File: config.mk
export PLATFORM = sky130hd
export DESIGN_NAME = pfq_qualifier
export DESIGN_NICKNAME = d
export VERILOG_FILES = /design/src/pkg/pfq_pkg.sv /design/src/design/pfq_qualifier.sv
export SDC_FILE = /design/constraint.sdc
export NUM_CORES = 1
export LEC_CHECK = 0
export BUFFER_PORTS_ARGS = -buffer_cell sky130_fd_sc_hd__clkbuf_2
export CAP_MARGIN = 30
export CORE_ASPECT_RATIO = 0.6
export CORE_MARGIN = 8
export CORE_UTILIZATION = 40
export CTS_CLUSTER_DIAMETER = 200
export DETAILED_ROUTE_END_ITERATION = 10
export PLACE_DENSITY = 0.62
export SETUP_SLACK_MARGIN = 0.1
export SYNTH_ARGS = -nofsm -noshare
export SYNTH_HDL_FRONTEND = slang
export SYNTH_SLANG_ARGS = --single-unit
export TNS_END_PERCENT = 5
File: constraint.sdc
create_clock -name hclk -period 3.2 [get_ports hclk]
set_input_delay 0 -clock hclk [delete_from_list [all_inputs] [get_ports hclk]]
set_output_delay 0 -clock hclk [all_outputs]
set_load 0.01 [all_outputs]
File: src/pkg/pfq_pkg.sv
// package: register map, field positions and timing for the pass qualifier
package pfq_pkg;
    // ------------------------------------------------------------
    // register byte offsets
    // ------------------------------------------------------------
    localparam logic [7:0] ADDR_CTRL   = 8'h00;
    localparam logic [7:0] ADDR_CFG    = 8'h04;
    localparam logic [7:0] ADDR_STATUS = 8'h08;
    localparam logic [7:0] ADDR_IRQ    = 8'h0c;
    localparam logic [7:0] ADDR_MASK   = 8'h10;
    // ------------------------------------------------------------
    // control and config register fields
    // ------------------------------------------------------------
    localparam int CTRL_DISCARD_BIT = 7;
    localparam int CTRL_LINES_BIT   = 5;
    localparam int CTRL_SIZE_BIT    = 4;
    localparam int CTRL_PAR_BIT     = 3;
    localparam int CTRL_WDOG_BIT    = 2;
    localparam int CTRL_TGT_HI      = 1;
    localparam logic [7:0] CTRL_RESET    = 8'h00;
    localparam logic [7:0] CTRL_WR_MASK  = 8'hbf;
    localparam int CFG_FV_LEVEL_BIT = 0;
    localparam logic [31:0] CFG_RESET    = 32'h0000_0000;
    // ------------------------------------------------------------
    // interrupt events
    // ------------------------------------------------------------
    localparam int IRQ_W         = 5;
    localparam int EV_QUAL_UP    = 0;
    localparam int EV_QUAL_DOWN  = 1;
    localparam int EV_PAR_ERR    = 2;
    localparam int EV_WDOG       = 3;
    localparam int EV_SIZE_CHG   = 4;
    // ------------------------------------------------------------
    // widths
    // ------------------------------------------------------------
    localparam int CNT_W         = 24;
    localparam int LINE_W        = 16;
endpackage : pfq_pkg
File: src/design/pfq_qualifier.sv
// design: per-port frame pass qualifier with ahb-lite register slave
`timescale 1ns/1ps
module pfq_qualifier #(
    parameter int WDOG_LIMIT_INIT = 24'd1_000_000
) (
    input  wire logic        hclk,
    input  wire logic        hresetn,
    input  wire logic        hsel,
    input  wire logic [31:0] haddr,
    input  wire logic [1:0]  htrans,
    input  wire logic        hwrite,
    input  wire logic [2:0]  hsize,
    input  wire logic [31:0] hwdata,
    input  wire logic        hready,
    output logic      [31:0] hrdata,
    output logic             hreadyout,
    output logic             hresp,
    input  wire logic        rx_lock,
    input  wire logic        rx_parity_err,
    input  wire logic        frame_valid,
    input  wire logic        line_valid,
    input  wire logic        pkt_in_valid,
    input  wire logic [31:0] pkt_in_data,
    output logic             pkt_out_valid,
    output logic      [31:0] pkt_out_data,
    output logic             port_qualified,
    output logic             irq
);
    import pfq_pkg::*;

    typedef enum logic [2:0] {
        PFQ_IDLE  = 3'b001,
        PFQ_COUNT = 3'b010,
        PFQ_PASS  = 3'b100
    } pfq_state_t;

    // ------------------------------------------------------------
    // register bus
    // ------------------------------------------------------------
    logic [7:0]         ctrl_q, ctrl_d;
    logic [31:0]        cfg_q, cfg_d;
    logic [IRQ_W-1:0]   irq_q, irq_d, mask_q, mask_d, ev;
    logic [31:0]        hrdata_q, hrdata_d;
    logic               wr_pend_q, wr_pend_d;
    logic [7:0]         wr_addr_q, wr_addr_d;
    logic               rd_clr_q, rd_clr_d;
    logic               irq_out_q;
    logic               acc;
    pfq_state_t         state_q, state_d;

    assign acc = hsel && hready && htrans[1];

    always_comb begin
        wr_pend_d = acc && hwrite;
        wr_addr_d = acc ? haddr[7:0] : wr_addr_q;
        rd_clr_d  = acc && !hwrite && (haddr[7:0] == ADDR_IRQ);
        hrdata_d  = hrdata_q;
        if (acc && !hwrite) begin
            case (haddr[7:0])
                ADDR_CTRL:   hrdata_d = {24'h000000, ctrl_q};
                ADDR_CFG:    hrdata_d = cfg_q;
                ADDR_STATUS: hrdata_d = {29'h0, state_q == PFQ_PASS,
                                         rx_lock, port_qualified};
                ADDR_IRQ:    hrdata_d = {27'h0, irq_q};
                ADDR_MASK:   hrdata_d = {27'h0, mask_q};
                default:     hrdata_d = 32'h0000_0000;
            endcase
        end
        ctrl_d = ctrl_q;
        cfg_d  = cfg_q;
        mask_d = mask_q;
        if (wr_pend_q) begin
            case (wr_addr_q)
                ADDR_CTRL: ctrl_d = hwdata[7:0] & CTRL_WR_MASK;
                ADDR_CFG:  cfg_d  = {31'h0, hwdata[CFG_FV_LEVEL_BIT]};
                ADDR_MASK: mask_d = hwdata[IRQ_W-1:0];
                default:   ctrl_d = ctrl_q;
            endcase
        end
        // read clears, but a new event in the same cycle survives
        irq_d = (rd_clr_q ? '0 : irq_q) | ev;
    end

    always_ff @(posedge hclk or negedge hresetn) begin
        if (!hresetn) begin
            ctrl_q    <= CTRL_RESET;
            cfg_q     <= CFG_RESET;
            mask_q    <= '0;
            irq_q     <= '0;
            hrdata_q  <= 32'h0000_0000;
            wr_pend_q <= 1'b0;
            wr_addr_q <= 8'h00;
            rd_clr_q  <= 1'b0;
            irq_out_q <= 1'b0;
        end else begin
            ctrl_q    <= ctrl_d;
            cfg_q     <= cfg_d;
            mask_q    <= mask_d;
            irq_q     <= irq_d;
            hrdata_q  <= hrdata_d;
            wr_pend_q <= wr_pend_d;
            wr_addr_q <= wr_addr_d;
            rd_clr_q  <= rd_clr_d;
            irq_out_q <= |(irq_d & mask_d);
        end
    end

    assign hrdata    = hrdata_q;
    assign hreadyout = 1'b1;
    assign hresp     = 1'b0;
    assign irq       = irq_out_q;

    // ------------------------------------------------------------
    // frame timing
    // ------------------------------------------------------------
    logic              fv_act, lv_act;
    logic              fv_q, lv_q;
    logic              frame_end, line_end;
    logic [LINE_W-1:0] line_len_q, line_len_d, last_len_q, last_len_d;
    logic [LINE_W-1:0] lines_q, lines_d, last_lines_q, last_lines_d;
    logic              len_known_q, len_known_d, lines_known_q;
    logic              lines_known_d;
    logic              size_chg, lines_chg;
    logic [CNT_W-1:0]  fcyc_q, fcyc_d, fper_q, fper_d, wd_q, wd_d;
    logic              wd_fire;

    assign fv_act    = frame_valid ^ cfg_q[CFG_FV_LEVEL_BIT];
    assign lv_act    = line_valid ^ cfg_q[CFG_FV_LEVEL_BIT];
    assign frame_end = fv_q && !fv_act;
    assign line_end  = lv_q && !lv_act;
    assign size_chg  = ctrl_q[CTRL_SIZE_BIT] && line_end && len_known_q
                       && (line_len_q != last_len_q);
    assign lines_chg = ctrl_q[CTRL_LINES_BIT] && frame_end && lines_known_q
                       && (lines_q != last_lines_q);

    always_comb begin
        line_len_d    = lv_act ? line_len_q + 1'b1 : '0;
        last_len_d    = line_end ? line_len_q : last_len_q;
        len_known_d   = (len_known_q || line_end) && rx_lock;
        lines_d       = frame_end ? '0
                      : (line_end ? lines_q + 1'b1 : lines_q);
        last_lines_d  = frame_end ? lines_q : last_lines_q;
        lines_known_d = (lines_known_q || frame_end) && rx_lock;
        fcyc_d        = frame_end ? '0 : fcyc_q + 1'b1;
        fper_d        = frame_end ? fcyc_q : fper_q;
        // watchdog window is two measured frame periods
        if (frame_end || !rx_lock)
            wd_d = '0;
        else
            wd_d = wd_q + 1'b1;
    end

    always_ff @(posedge hclk or negedge hresetn) begin
        if (!hresetn) begin
            fv_q          <= 1'b0;
            lv_q          <= 1'b0;
            line_len_q    <= '0;
            last_len_q    <= '0;
            len_known_q   <= 1'b0;
            lines_q       <= '0;
            last_lines_q  <= '0;
            lines_known_q <= 1'b0;
            fcyc_q        <= '0;
            fper_q        <= CNT_W'(WDOG_LIMIT_INIT);
            wd_q          <= '0;
        end else begin
            fv_q          <= fv_act;
            lv_q          <= lv_act;
            line_len_q    <= line_len_d;
            last_len_q    <= last_len_d;
            len_known_q   <= len_known_d;
            lines_q       <= lines_d;
            last_lines_q  <= last_lines_d;
            lines_known_q <= lines_known_d;
            fcyc_q        <= fcyc_d;
            fper_q        <= fper_d;
            wd_q          <= wd_d;
        end
    end

    assign wd_fire = !ctrl_q[CTRL_WDOG_BIT]
                     && (ctrl_q[CTRL_TGT_HI:0] != 2'b00)
                     && (wd_q >= {fper_q[CNT_W-2:0], 1'b0});

    // ------------------------------------------------------------
    // qualification state machine
    // ------------------------------------------------------------
    logic [1:0] good_q, good_d;
    logic       disq, frame_bad_q, frame_bad_d, qual_d, qual_q;
    logic       par_hold;

    assign par_hold = ctrl_q[CTRL_PAR_BIT];
    assign disq     = size_chg || lines_chg || wd_fire
                      || (rx_parity_err && par_hold);

    always_comb begin
        state_d     = state_q;
        good_d      = good_q;
        frame_bad_d = frame_bad_q || disq || rx_parity_err;
        if (frame_end)
            frame_bad_d = disq;
        case (state_q)
            PFQ_IDLE: begin
                good_d = 2'b00;
                if (rx_lock)
                    state_d = (ctrl_q[CTRL_TGT_HI:0] == 2'b00)
                              ? PFQ_PASS : PFQ_COUNT;
            end
            PFQ_COUNT: begin
                if (disq) begin
                    good_d = 2'b00;
                end else if (ctrl_q[CTRL_TGT_HI:0] == 2'b00) begin
                    state_d = PFQ_PASS;
                end else if (frame_end && !frame_bad_q) begin
                    good_d = good_q + 1'b1;
                    if (good_q + 1'b1 >= ctrl_q[CTRL_TGT_HI:0])
                        state_d = PFQ_PASS;
                end
            end
            PFQ_PASS: begin
                if (disq) begin
                    state_d = PFQ_COUNT;
                    good_d  = 2'b00;
                end
            end
            default: state_d = PFQ_IDLE;
        endcase
        if (!rx_lock) begin
            state_d = PFQ_IDLE;
            good_d  = 2'b00;
        end
        // momentary drop on parity error in non-hold mode
        qual_d = (state_d == PFQ_PASS)
                 && !(rx_parity_err && !par_hold);
    end

    always_ff @(posedge hclk or negedge hresetn) begin
        if (!hresetn) begin
            state_q     <= PFQ_IDLE;
            good_q      <= 2'b00;
            frame_bad_q <= 1'b0;
            qual_q      <= 1'b0;
        end else begin
            state_q     <= state_d;
            good_q      <= good_d;
            frame_bad_q <= frame_bad_d;
            qual_q      <= qual_d;
        end
    end

    assign port_qualified = qual_q;

    always_comb begin
        ev               = '0;
        ev[EV_QUAL_UP]   = qual_d && !qual_q;
        ev[EV_QUAL_DOWN] = !qual_d && qual_q;
        ev[EV_PAR_ERR]   = rx_parity_err;
        ev[EV_WDOG]      = wd_fire;
        ev[EV_SIZE_CHG]  = size_chg || lines_chg;
    end

    // ------------------------------------------------------------
    // packet gating
    // ------------------------------------------------------------
    logic        pv_q;
    logic [31:0] pd_q;

    always_ff @(posedge hclk or negedge hresetn) begin
        if (!hresetn) begin
            pv_q <= 1'b0;
            pd_q <= 32'h0000_0000;
        end else begin
            pv_q <= pkt_in_valid
                    && (!ctrl_q[CTRL_DISCARD_BIT] || qual_q);
            pd_q <= pkt_in_data;
        end
    end

    assign pkt_out_valid = pv_q;
    assign pkt_out_data  = pd_q;
endmodule : pfq_qualifier

== Word level (Yosys, flattened, before mapping) ==
Index checks and enable logic that the tools add are counted.
Storage, ports and cells
  output and inout bits: 69
  input port bits: 111
  register bits: 240
  word-level logic and storage cells: 130
Operators by class
  reduce and logical (&&, ||, !) cells: 53
  muxes and demuxes: 24
  equality and inequality tests: 16
  bitwise operators: 4
  add/sub/neg operators: 5
  order comparisons: 2
Operator list (number)
  $add A24 B1 Y24 const B: 2
  $mux W16: 3
  $mux W24: 2
  $pmux W8 S5: 1
  $add A16 B1 Y16 const B: 2
  $ne A16 B16 Y1: 2
  $ge A24 B24 Y1: 1
  $logic_and A1 B1 Y1: 24
  $mux W3: 7
  $eq A8 B3 Y1 const B: 2
  $eq A8 B4 Y1 const B: 2
  $eq A8 B5 Y1 const B: 2
  $logic_not A8 Y1: 2
  $mux W5: 3
  $logic_not A1 Y1: 11
  $mux W2: 5
  $logic_or A1 B1 Y1: 9
  $pmux W3 S3: 1
  $ne A4 B4 Y1 const B: 2
  $eq A3 B3 Y1 const B: 2
  $pmux W2 S3: 1
  $and A5 B5 Y5: 1
  $or A5 B5 Y5: 1
  $reduce_or A5 Y1: 1
  12 further kinds: 15

== Longest topological paths before layout ==
Gate-level depths: netlist (run 1).
  word-level depth: 19
  gate-level depth with buffers: 9
  mapped depth without buffers: 9

== Least setup slack after synthesis (run 1) ==
Ideal clock, no wire load.
  path kind: flip-flop to flip-flop
  from: reg wd_q[3]
  to: reg state_q[1]
  slack: 0.867 ns
  clock period less this slack: 2.333 ns
  path buffers: 0
  arrival time: 2.213 ns
  library setup time: 0.120 ns
  required time: 3.080 ns
  cell stages (with the launch flop): 9
  path through: dfrtp_1 ha_1 a21o_1 a211o_1 o311ai_1 a211oi_1 a2111oi_4 a2bb2oi_1 nor2_1
On the way
  longest elaborated chain between the ends: 7
  elaborated cells between the ends (all ways): 8
  those cells by class: order compare: 1; mux: 4; reduce/logical: 3
RTL lines
  start, declared: line pfq_qualifier.sv:124  | logic [CNT_W-1:0] fcyc_q, fcyc_d, fper_q, fper_d, wd_q, wd_d;
  start signal, assigned: line pfq_qualifier.sv:177  | wd_q <= wd_d;
  $ge A24 B24 Y1 *: line pfq_qualifier.sv:183  | && (wd_q >= {fper_q[CNT_W-2:0], 1'b0});
  $logic_and A1 B1 Y1 *: line pfq_qualifier.sv:183
  $logic_or A1 B1 Y1 *: line pfq_qualifier.sv:193  | assign disq = size_chg || lines_chg || wd_fire
  $logic_or A1 B1 Y1 *: line pfq_qualifier.sv:194  | || (rx_parity_err && par_hold);
  $mux W3, on equally long branches: line pfq_qualifier.sv:221, pfq_qualifier.sv:210
  $pmux W3 S3 *: line pfq_qualifier.sv:202  | case (state_q)
  $mux W3 *: line pfq_qualifier.sv:228  | if (!rx_lock) begin
  net state_d[1]: line pfq_qualifier.sv:49  | pfq_state_t state_q, state_d;
  end signal, assigned: line pfq_qualifier.sv:244  | state_q <= state_d;
  end, declared: line pfq_qualifier.sv:49
Mark *: on every way through the listed nets, which the timed path passes. The rest lies on a longest branch.
A chain may end at the register's enable or synchronous reset.

== Worst setup path in the final report (run 1) ==
  from: reg fper_q[14]
  to: reg irq_out_q, in the netlist irq
On the way
  longest elaborated chain between the ends: 14
  elaborated cells between the ends (all ways): 16
  those cells by class: order compare: 1; eq/ne: 1; mux: 4; bitwise: 2; reduce/logical: 8
RTL lines
  start, declared: line pfq_qualifier.sv:124
  start signal, assigned: line pfq_qualifier.sv:164  | fper_q <= CNT_W'(WDOG_LIMIT_INIT);
  start signal, assigned: line pfq_qualifier.sv:176  | fper_q <= fper_d;
  $ge A24 B24 Y1 *: line pfq_qualifier.sv:183
  $logic_and A1 B1 Y1 *: line pfq_qualifier.sv:183
  $logic_or A1 B1 Y1: line pfq_qualifier.sv:193
  $logic_or A1 B1 Y1: line pfq_qualifier.sv:194
  $mux W3, on equally long branches: line pfq_qualifier.sv:221, pfq_qualifier.sv:210
  $pmux W3 S3: line pfq_qualifier.sv:202
  $mux W3: line pfq_qualifier.sv:228
  $eq A3 B3 Y1: line pfq_qualifier.sv:233  | qual_d = (state_d == PFQ_PASS)
  $logic_and A1 B1 Y1: line pfq_qualifier.sv:234  | && !(rx_parity_err && !par_hold);
  $logic_not A1 Y1: line pfq_qualifier.sv:256  | ev[EV_QUAL_DOWN] = !qual_d && qual_q;
  $logic_and A1 B1 Y1: line pfq_qualifier.sv:256
  $or A5 B5 Y5 *: line pfq_qualifier.sv:81  | irq_d = (rd_clr_q ? '0 : irq_q) | ev;
  $and A5 B5 Y5 *: line pfq_qualifier.sv:104  | irq_out_q <= |(irq_d & mask_d);
  $reduce_or A5 Y1 *: line pfq_qualifier.sv:104
  end signal, assigned: line pfq_qualifier.sv:104
  end, declared: line pfq_qualifier.sv:47  | logic irq_out_q;
Every way passes the cells marked *; elsewhere a longest branch is shown, timed or not.

==> summary.md, run 1 <==
| Metric | Value |
|---|---|
| Status | completed |
| Worst-margin pin slew | 911 ps |
| Max Clock Skew | 15.0 ps |
| CP endpoint kind | flip-flop |
| Crit path max fanout | 4 |
| Largest net degree at the start of global routing | 101 |
| Die Wd | 219 um |
| # clock sinks | 214 |
| Ys Warns | 0 |
| Final min period | 2880 ps |
| DRT antenna net count | 0 |
| CP Data Arrival Time | 3250 ps |
| Clock Tree Buf Depth | 3 |
| CP most frequent cell | o311ai_1 |
| RSZ-0062 raised after global routing | true |
| Post-Synth Adder-Cell Area | 3.67% |
| First-pass GRT wire length | 36000 um |
| Final hold vios | 0 |
| Initial Utilization | 40.8% |
| Post-route cell area | 0.0119 mm2 |
| IO Pins | 180 |
| Final #Nets | 1234 |
| Clk_lat worst skew | 510 ps |
| Pre-Repair DR Iteration Count | 5 |
| Total GRT Usage | 14.6% |
| Post-synth EDFFs | 0 |
| Die H | 138 um |
| Crit path launch type | flip-flop |
| Buffers on Ports | 99 |
| Reg-to-reg startpoint | fper_q[14] |
| Max-slew violation count | 0 |
| PD cells | 555 mW/mm2 |
| Async S/R FF share, synth | 100% |
| H-tree depth | 1 |
| Die ar. | 0.0302 mm2 |
| Largest delay contributor family on the critical path | compound AO/OA/AOI/OAI gates |
| Required time worst endpoint | 3570 ps |
| Total gr overflow | 0 |
| Synthesized cell area | 0.00989 mm2 |
| Final RePlAce weighted congestion | 0.786 |
| Overall routed net length | 21600 um |
| Total number of vias | 6936 |
| Share of cells above drive strength 1 | 17.4% |
| Clk pin slew, worst setup/hold paths | 70 ps |
| Total negative slack | 0 ps |
| Register area share after synthesis | 54.3% |
| Largest family of logic cells by synthesized area | simple AND/OR/NAND/NOR gates |
| Initial antenna violation count | 0 |
| Mean post-synth cell area | 10.5 um2 |
| P_leak | 5.54 nW |
| Clock Root Buffer | clkbuf_16 |
| Maxcap violations | 0 |
| Netlist cell types | 61 |
| Hpwl dp | 14900 um |
| Endpoints failing setup | 0 |
| CTS tree | built |
| Critical path class | reg -> reg |
| CP Cell Sequence | inv_1 > ha_1 > nand4_1 > nor3_1 > o311ai_1 > a211oi_1 > nor2_1 > a21oi_1 > o311ai_1 |
| Mapped Cells | 942 |
| CP Buf/Inv Count | 1 |
| Post-synthesis mux area share | 4.72% |
| Slowest Stage Delay on Critical Path | 670 ps |
| Clock buffer count from CTS | 21 |
| # DRC | 0 |
| Total setup buffers inserted after CTS | 0 |
| Slew Limit Headroom | 39.3% |
| Initial DRC Count | 491 |
| Post-DP Area | 0.0107 mm2 |
| Post-synthesis compound-gate area fraction | 7.35% |
| Std cell rows | 44 |
| Simple-gate share of the synthesized area | 16.6% |
| Filler cells | 2243 |
| CP max stage cell | a211oi_1 |
| Synth Flop Type | dfrtp_1 |
| Synth Area in XOR/XNOR | 8.40% |
| Vias in the first global route | 6781 |
| Ant diodes | 0 |
| Synth-to-Final Area Change | 20.5% |
| Min-Delay Path Class | in -> reg |
| Final Cycle Share | 90.1% |
| Maximum clock frequency | 347 MHz |
| Worst VDD drop | 290 uV |
| Via density | 4.86 |
| Register bit total from synthesis | 214 |
| Worst Setup SP | fper_q[14] |
| Hold_sp | hready |
| Avg WL per Cell | 15.1 um |
| Core box area | 0.0242 mm2 |
per-stage QoR:
step	utilization (%)	setup WS (ps)	hold WS [ps]	std cells	power, mW
floorplan	-	867	-296	967	3.70
global placement	44.0	333	78.7	1339	3.97
detailed placement	44.0	305	82.9	1339	3.99
CTS	49.1	281	16.8	1427	6.68
global route	49.2	59.2	121	1428	6.93
finish	49.2	318	90.7	1428	6.61
power by group:
group / total (mW) / switching, mW / internal [mW]
logic: 0.934 / 0.534 / 0.400
registers: 3.06 / 0.164 / 2.90
clock network: 2.61 / 1.04 / 1.57
layout make-up:
type | instances | area [um2] | area share [%]
clock buffers | 27 | 568 | 4.77
clock inverters | 8 | 143 | 1.20
inverters | 44 | 165 | 1.39
multi-input cells | 651 | 4150 | 34.8
flip-flops and latches | 214 | 5370 | 45.0
well taps | 322 | 403 | 3.38
repair buffers | 162 | 1130 | 9.45
placed cells by master, fill, tap and decap left out, types with 5 or more instances in the layout:
cell / n
nor3_1: 14
a21o_1: 6
and4_1: 7
and3_1: 8
inv_1: 44
clkbuf_2: 98
ha_1: 29
nand3_1: 33
or3_1: 17
buf_4: 8
nand2_1: 122
nor4_1: 6
xor2_1: 45
xnor2_1: 48
nor2b_1: 5
nor2_1: 83
nand4_1: 25
nand2b_1: 9
dfstp_2: 8
a21oi_1: 25
mux2i_1: 8
dlygate4sd3_1: 54
dfrtp_1: 206
mux2_2: 33
conb_1: 27
o21ai_0: 51
clkbuf_16: 21
tightest hold or removal path, cell delays in order:
cell and delay [ps]:
clkbuf_2 80, nand3_1 350, nor2_1 120
cell families after synthesis:
group / Yosys count
buffers and inverters: 102
and+or+nand+nor: 345
DFF: 214
xor gates and xnor gates: 94
AOI/OAI and AO/OA: 114
other: 2
adders and majority gates: 29
muxes: 42
state kept, by name, indices dropped and copies added (netlist names), 7 cells and up:
signal and count:
last_lines_q 16, hrdata 7, lines_q 16, last_len_q 16, ctrl_q 7, line_len_q 16
fper_q 23, wd_q 24, pkt_out_data 32, wr_addr_q 8, fcyc_q 23
cell usage after synthesis, drive strengths merged (2+ instances only):
library cell	n	area, um2
nor4	6	37.5
xnor2	49	437
a2bb2oi	2	17.5
or3	17	106
or2	2	12.5
and3	8	50.1
buf	30	214
dfstp	8	210
nor2b	5	31.3
conb	2	7.51
clkbuf	28	105
a211oi	2	15.0
a31oi	2	12.5
a21o	6	45.0
inv	44	165
nand4b	2	32.5
nor3	16	90.1
xor2	45	394
a21oi	25	125
ha	29	363
or4b	2	20.0
o21a	3	22.5
o22ai	2	18.8
mux2	34	387
nand4	25	156
or4	2	15.0
nand2b	9	56.3
mux2i	8	80.1
nand2	122	458
o21ai	52	260
nand3	33	165
and4	7	61.3
o22a	2	17.5
and2	4	25.0
a2111oi	3	63.8
dfrtp	206	5150
o311ai	2	17.5
nor2	83	312
a211o	2	17.5
what timing repair did:
item / CTS / global route
hold buffers: 53 / 1
resized for setup: 0 / 1
setup endpoints to repair: 0 / 4
endpoints found under the hold margin: 165 / 2
final timing paths:
check / end / slack, ps / depth (start not counted)
max: irq / 320 / 9
min: wr_pend_q / 90 / 3
max reg2reg: irq / 320 / 9
min reg2reg: hrdata[7] / 470 / 2
max in group asynchronous: fper_q[6] / 2170 / 3
min in group asynchronous: pkt_out_data[23] / 100 / 2
per-layer routing:
| metal | track usage (%) | vias up | wire, um |
|---|---|---|---|
| met1 | 22.7 | 3340 | 11400 |
| met2 | 20.6 | 120 | 8870 |
| met4 | 2.66 | 0 | 280 |
| met5 | 0 | - | 0 |
| met3 | 3.25 | 28 | 989 |
| li1 | - | 3448 | - |
Power figures use the tool's default switching activity.
==> run 2: changes to the inputs <==
Settings changed: CORE_UTILIZATION 40 to 45, PLACE_DENSITY 0.62 to 0.68.
==> run 2 against run 1 <==
  * Cell count down 2.5%
  * Critical path depth decreased by 1
  * Highest routed layer unchanged
  * Flip-flop and latch count stayed put
==> summary.md, run 2 (synthesis gave the netlist of run 1 again) <==
| Metric | Value |
|---|---|
| Status | completed |
| Maxcap violations | 0 |
| Hpwl dp | 14300 um |
| PD cells | 551 mW/mm2 |
| Slowest Stage Delay on Critical Path | 570 ps |
| Clock Root Buffer | clkbuf_16 |
| IO Pins | 180 |
| Finished Layout Cells | 1393 |
| Required time worst endpoint | 3580 ps |
| Met3 Use GR | 3.29% |
| First-pass GRT wire length | 36100 um |
| Maximum clock frequency | 339 MHz |
| Register-to-register setup slack | 250 ps |
| Critical path class | reg -> reg |
| Vias in the first global route | 6954 |
| P_leak | 5.54 nW |
| Area of the multi-input gates | 0.00413 mm2 |
| Max-slew violation count | 0 |
| Sequential share of power | 47.0% |
| Crit path launch type | flip-flop |
| Total GRT Usage | 15.9% |
| Switch Pwr | 1.71 mW |
| Total number of vias | 6972 |
| Largest net degree at the start of global routing | 101 |
| Die Wd | 207 um |
| CP endpoint kind | flip-flop |
| # DRC | 0 |
| Commonest non-fill, non-tap cell in the layout | dfrtp_1 |
| CP Data Arrival Time | 3330 ps |
| Post-Place Cells | 1305 |
| Final #Nets | 1234 |
| Crit path max fanout | 6 |
| Clock power frac | 38.2% |
| CP Buf/Inv Count | 0 |
| Cts repair resizes | 0 |
| Max Clock Skew | 12.0 ps |
| Largest delay contributor family on the critical path | compound AO/OA/AOI/OAI gates |
| CTS tree | built |
| Endpoints failing setup | 0 |
| Die ar. | 0.0271 mm2 |
| Overall routed net length | 21100 um |
| Cell-internal power | 4.81 mW |
| Worst-margin pin slew | 951 ps |
| Share of cells above drive strength 1 | 17.4% |
| Initial DRC Count | 425 |
| Worst VDD drop | 349 uV |
| Buffers on Ports | 99 |
| Ant diodes | 0 |
| Total gr overflow | 0 |
| Slew Limit Headroom | 36.6% |
| Final hold vios | 0 |
| Register cell area after layout | 0.00537 mm2 |
| Comb pwr share | 14.8% |
| Commonest cells after routing, fill and taps aside | 206 x dfrtp_1, 122 x nand2_1, 98 x clkbuf_2, 83 x nor2_1, 53 x dlygate4sd3_1 |
| Std cell rows | 42 |
| # clock sinks | 214 |
| Filler cells | 1856 |
| Avg WL per Cell | 15.2 um |
| Pre-Repair DR Iteration Count | 5 |
| Grt peak-use layer | met2 |
| CP Cell Sequence | ha_1 > a21o_1 > a211o_1 > o311ai_1 > a211oi_1 > a2111oi_4 > a2bb2oi_1 > nor2_1 |
| Initial Utilization | 45.3% |
| Via density | 5.01 |
| Final Cycle Share | 92.2% |
| Final RePlAce weighted congestion | 0.819 |
| DRT antenna net count | 0 |
| Core box area | 0.0218 mm2 |
| RSZ-0062 raised after global routing | false |
| Post-route cell area | 0.0118 mm2 |
| CP max stage cell | a2111oi_4 |
| Post-DP Area | 0.0106 mm2 |
| Final min period | 2950 ps |
| GR Layer Usage met1 | 23.3% |
| Clock Tree Buf Depth | 3 |
| Sw frac | 26.3% |
| Total negative slack | 0 ps |
| Clock buffer count from CTS | 20 |
| Clk pin slew, worst setup/hold paths | 70 ps |
| Max reg flops | 32 |
| Met2 usage | 24.3% |
| Synth-to-Final Area Change | 19.7% |
| Clk_lat worst skew | 490 ps |
| Initial antenna violation count | 0 |
| Min-Delay Path Class | in -> reg |
| Die H | 131 um |
| H-tree depth | 1 |
==> run 2: routing by layer <==
metal / vias to the layer above / part of all wire (%) / wire, um
met5: - / 0 / 0
met1: 3365 / 51 / 10800
met4: 0 / 1.4 / 300
met3: 27 / 5.1 / 1090
li1: 3447 / - / -
met2: 133 / 42 / 8950
==> run 2: worst paths after layout <==
| kind | cells past startpoint | from | end |
|---|---|---|---|
| max | 8 | wd_q[3] | state_q[1] |
| min in group asynchronous | 2 | hresetn | last_lines_q[11] |
| max reg2reg | 8 | wd_q[3] | state_q[1] |
| max in group asynchronous | 3 | hresetn | rd_clr_q |
| min reg2reg | 2 | hrdata[5] | hrdata[5] |
| min | 2 | haddr[4] | wr_addr_q[4] |
==> run 2: timing repair <==
item                                   4_1_cts  5_1_grt
endpoints found under the hold margin      156        0
setup buffers                                0        0
hold buffers                                53        0
==> run 2: area by class of cell <==
cell class	instances	share of cell area, %
inverter	44	1.40
sequential	214	45.3
clock buffer	28	4.83
clock inverter	7	0.930
tap	286	3.02
multi-input combinational	651	34.9
timing repair buffer	163	9.56
==> run 2: power groups by stage <==
stage	registers [mW]	clock network, mW	logic [mW]
detailed placement	3.11	0	0.909
global placement	3.10	0	0.895
finish	3.06	2.49	0.968
floorplan	3.08	0	0.617
CTS	3.06	2.56	0.970
global route	3.09	2.66	1.09
==> run 2: through the flow <==
| stage | hold slack, ps | setup WS, ps | power (mW) | util [%] |
|---|---|---|---|---|
| 2_1_floorplan | -296 | 867 | 3.70 | - |
| 3_3_place_gp | 52.4 | 342 | 4.00 | 48.7 |
| 3_5_place_dp | 46.6 | 338 | 4.02 | 48.7 |
| 4_1_cts | 16.2 | 323 | 6.58 | 54.3 |
| 5_1_grt | 33.0 | 111 | 6.84 | 54.3 |
| 6_report | 45.2 | 251 | 6.52 | 54.3 |
==> run 3: changes to the inputs <==
Settings changed: ABC_AREA set to 1, BUFFER_PORTS_ARGS -buffer_cell sky130_fd_sc_hd__clkbuf_2 to unset, CTS_CLUSTER_SIZE set to 30, DONT_BUFFER_PORTS set to 1, PLACE_DENSITY 0.68 to 0.61.
==> run 3 against run 2 <==
  * The flow now finishes with violations (hold timing)
  * Area after synthesis is 5.1% higher
  * Synthesized cell count is 31% higher
  * Flip-flop and latch count stayed put
  * Setup slack better by 470 ps
  * Combinational power is 24% lower
  * Via count is 10% higher
  * Utilization is 4.1 points lower
  * Sequential power is 2% lower
  * First-iteration DRC count is 35% higher
  * Routed wire length is 4.0% higher
  * Global-route usage is 0.49 points lower
  * Register-to-register slack better by 470 ps
  * Critical endpoint is now irq
  * Highest routed layer unchanged
==> summary.md, run 3 <==
| Metric | Value |
|---|---|
| Status | finished with violations |
| Failing checks | hold timing |
| Worst VDD drop | 483 uV |
| # clock sinks | 214 |
| H-tree depth | 1 |
| Synth-to-Final Area Change | 10.3% |
| DRT antenna net count | 0 |
| Max reg flops | 32 |
| Hold slack | -796 ps |
| Total GRT Usage | 15.4% |
| Vias in the first global route | 7152 |
| Post-CTS Hold Fix Bufs | 55 |
| Via density | 4.80 |
| # DRC | 0 |
| Largest area contributor in the netlist | dfrtp_1 |
| Synth top area share | 49.6% |
| Synth top area cells | dfrtp_1 50%, nand2_1 11%, inv_1 6.9% |
| Maximum clock frequency | 403 MHz |
| CP Cell Sequence | inv_1 > ha_1 > a21oi_1 > o21ai_0 > a21oi_1 > nand3_1 > nand2_1 > nand4_1 > nand3_2 > nand3_2 > nand2_1 > nand2_1 > nand2_1 > nand3_1 |
| Power Total | 5.29 mW |
| Reg-to-reg startpoint | fper_q[18] |
| Ant diodes | 0 |
| Ys Warns | 0 |
| Total gr overflow | 0 |
| Min-Delay Path Class | in -> async |
| CP most frequent cell | nand2_1 |
| Worst Setup SP | fper_q[18] |
| Crit path max fanout | 5 |
| Die Wd | 212 um |
| Share of cells above drive strength 1 | 6.78% |
| Die H | 134 um |
| Register bit total from synthesis | 214 |
| Buffers on Ports | 0 |
| Commonest cells after routing, fill and taps aside | 305 x nand2_1, 206 x dfrtp_1, 190 x inv_1, 107 x o21ai_0, 96 x nor2_1 |
| Initial DRC Count | 575 |
| CP endpoint kind | flip-flop |
| Initial antenna violation count | 0 |
| Clk pin slew, worst setup/hold paths | 120 ps |
| P_leak | 5.38 nW |
| Final #Nets | 1420 |
| Overall routed net length | 22000 um |
| Register area share after synthesis | 51.6% |
| Total setup buffers inserted after CTS | 0 |
| IO Pins | 180 |
| Pre-Repair DR Iteration Count | 5 |
| Maxcap violations | 0 |
| Async S/R FF share, synth | 100% |
| CTS tree | built |
| Final RePlAce weighted congestion | 0.799 |
| Synthesized cell area | 0.0104 mm2 |
| PD cells | 461 mW/mm2 |
| Std cell rows | 43 |
| Final Cycle Share | 77.6% |
| Max Clock Skew | 55.2 ps |
| Total negative slack | 0 ps |
| Endpoints failing setup | 0 |
| Largest delay contributor family on the critical path | simple AND/OR/NAND/NOR gates |
| CP Data Arrival Time | 2830 ps |
| Clock buffer count from CTS | 11 |
| Slowest Stage Delay on Critical Path | 560 ps |
| Synth Flop Type | dfrtp_1 |
| Slew Limit Headroom | 64.5% |
| Initial Utilization | 45.5% |
| Final min period | 2480 ps |
| Core box area | 0.0229 mm2 |
| Clock Root Buffer | clkbuf_16 |
| Avg WL per Cell | 13.7 um |
| Crit path launch type | flip-flop |
| First-pass GRT wire length | 36500 um |
| Die ar. | 0.0284 mm2 |
| Clk_lat worst skew | 490 ps |
| Mean post-synth cell area | 8.43 um2 |
| Hpwl dp | 15600 um |
| Cts repair resizes | 0 |
| Critical path class | reg -> reg |
| Clock Tree Buf Depth | 3 |
| RSZ-0062 raised after global routing | false |
| Worst-margin pin slew | 528 ps |
| Most common cell in the netlist | nand2_1 |
| CP max stage cell | dfstp_2 |
| Largest net degree at the start of global routing | 215 |
| CP Buf/Inv Count | 1 |
| Total number of vias | 7670 |
| Top cells by count, synth | 306 x nand2_1, 206 x dfrtp_1, 190 x inv_1 |
| Post-synth EDFFs | 0 |
| Final hold vios | 214 |
| Max-slew violation count | 0 |
| Commonest non-fill, non-tap cell in the layout | nand2_1 |
| Mapped Cells | 1233 |
| Required time worst endpoint | 3550 ps |
| Netlist cell types | 49 |
==> run 3: cell count changes in the layout (fill, tap and decap cells not counted), moves of 10 or more <==
| cell | change |
|---|---|
| inv_1 | +146 |
| mux2_2 | -26 |
| xor2_1 | -42 |
| nand4_1 | -11 |
| a21oi_1 | +34 |
| nor2_2 | +14 |
| clkbuf_16 | -10 |
| nand2_1 | +183 |
| or3_1 | -17 |
| nor3_1 | +13 |
| xnor2_1 | -46 |
| o21ai_0 | +56 |
| nor2_1 | +13 |
| clkbuf_2 | -98 |
==> run 3: per-layer routing <==
layer	track usage, %	part of all wire [%]	up-vias
met5	0	0	-
met4	2.52	1.4	0
met3	3.35	5.8	18
met2	21.1	39	154
met1	24.5	54	3545
li1	-	-	3953
==> run 3: area by class of cell <==
type,count,area (um2)
Fill cell,2219,11400
Sequential cell,214,5370
Multi-Input combinational cell,797,4060
Inverter,196,737
Timing Repair Buffer,60,588
Tap cell,315,394
Clock buffer,15,290
Clock inverter,1,30.0
==> run 3: power breakdown <==
group	internal, mW	switching (mW)
logic	0.263	0.473
clock network	0.664	0.889
registers	2.88	0.124
total	3.81	1.49
==> run 3: kinds of logic (layout without fill, tap and decap cells) <==
group                    after synthesis  after routing  synth area share (%)
AND/OR/NAND/NOR                      528            528                  22.9
buffers and inverters                247            272                  10.3
flip-flops                           214            214                  51.6
AO/OA/AOI/OAI                        200            200                  10.3
adder cells (fa/ha/maj)               29             29                  3.49
multiplexers                           7              7                 0.758
XOR/XNOR                               6              6                 0.578
other                                  2             27                0.0722
==> run 3: per-stage QoR <==
step           instances  setup slack (ps)  cell area (um2)  util (%)
2_1_floorplan       1258              1230            10500         -
3_3_place_gp        1527               868            10600      46.3
3_5_place_dp        1527               795            10600      46.3
4_1_cts             1598               730            11500      50.2
5_1_grt             1598               550            11500      50.2
6_report            1598               718            11500      50.2
==> run 3: worst paths after layout <==
| path | slack (ps) | to | cells past startpoint |
|---|---|---|---|
| max in group asynchronous | 3620 | fper_q[19] | 0 |
| min reg2reg | 480 | wd_q[0] | 1 |
| min | -800 | pkt_out_data[29] | 0 |
| max reg2reg | 720 | irq | 14 |
| min in group hclk | 30 | wr_addr_q[2] | 2 |
| max | 720 | irq | 14 |
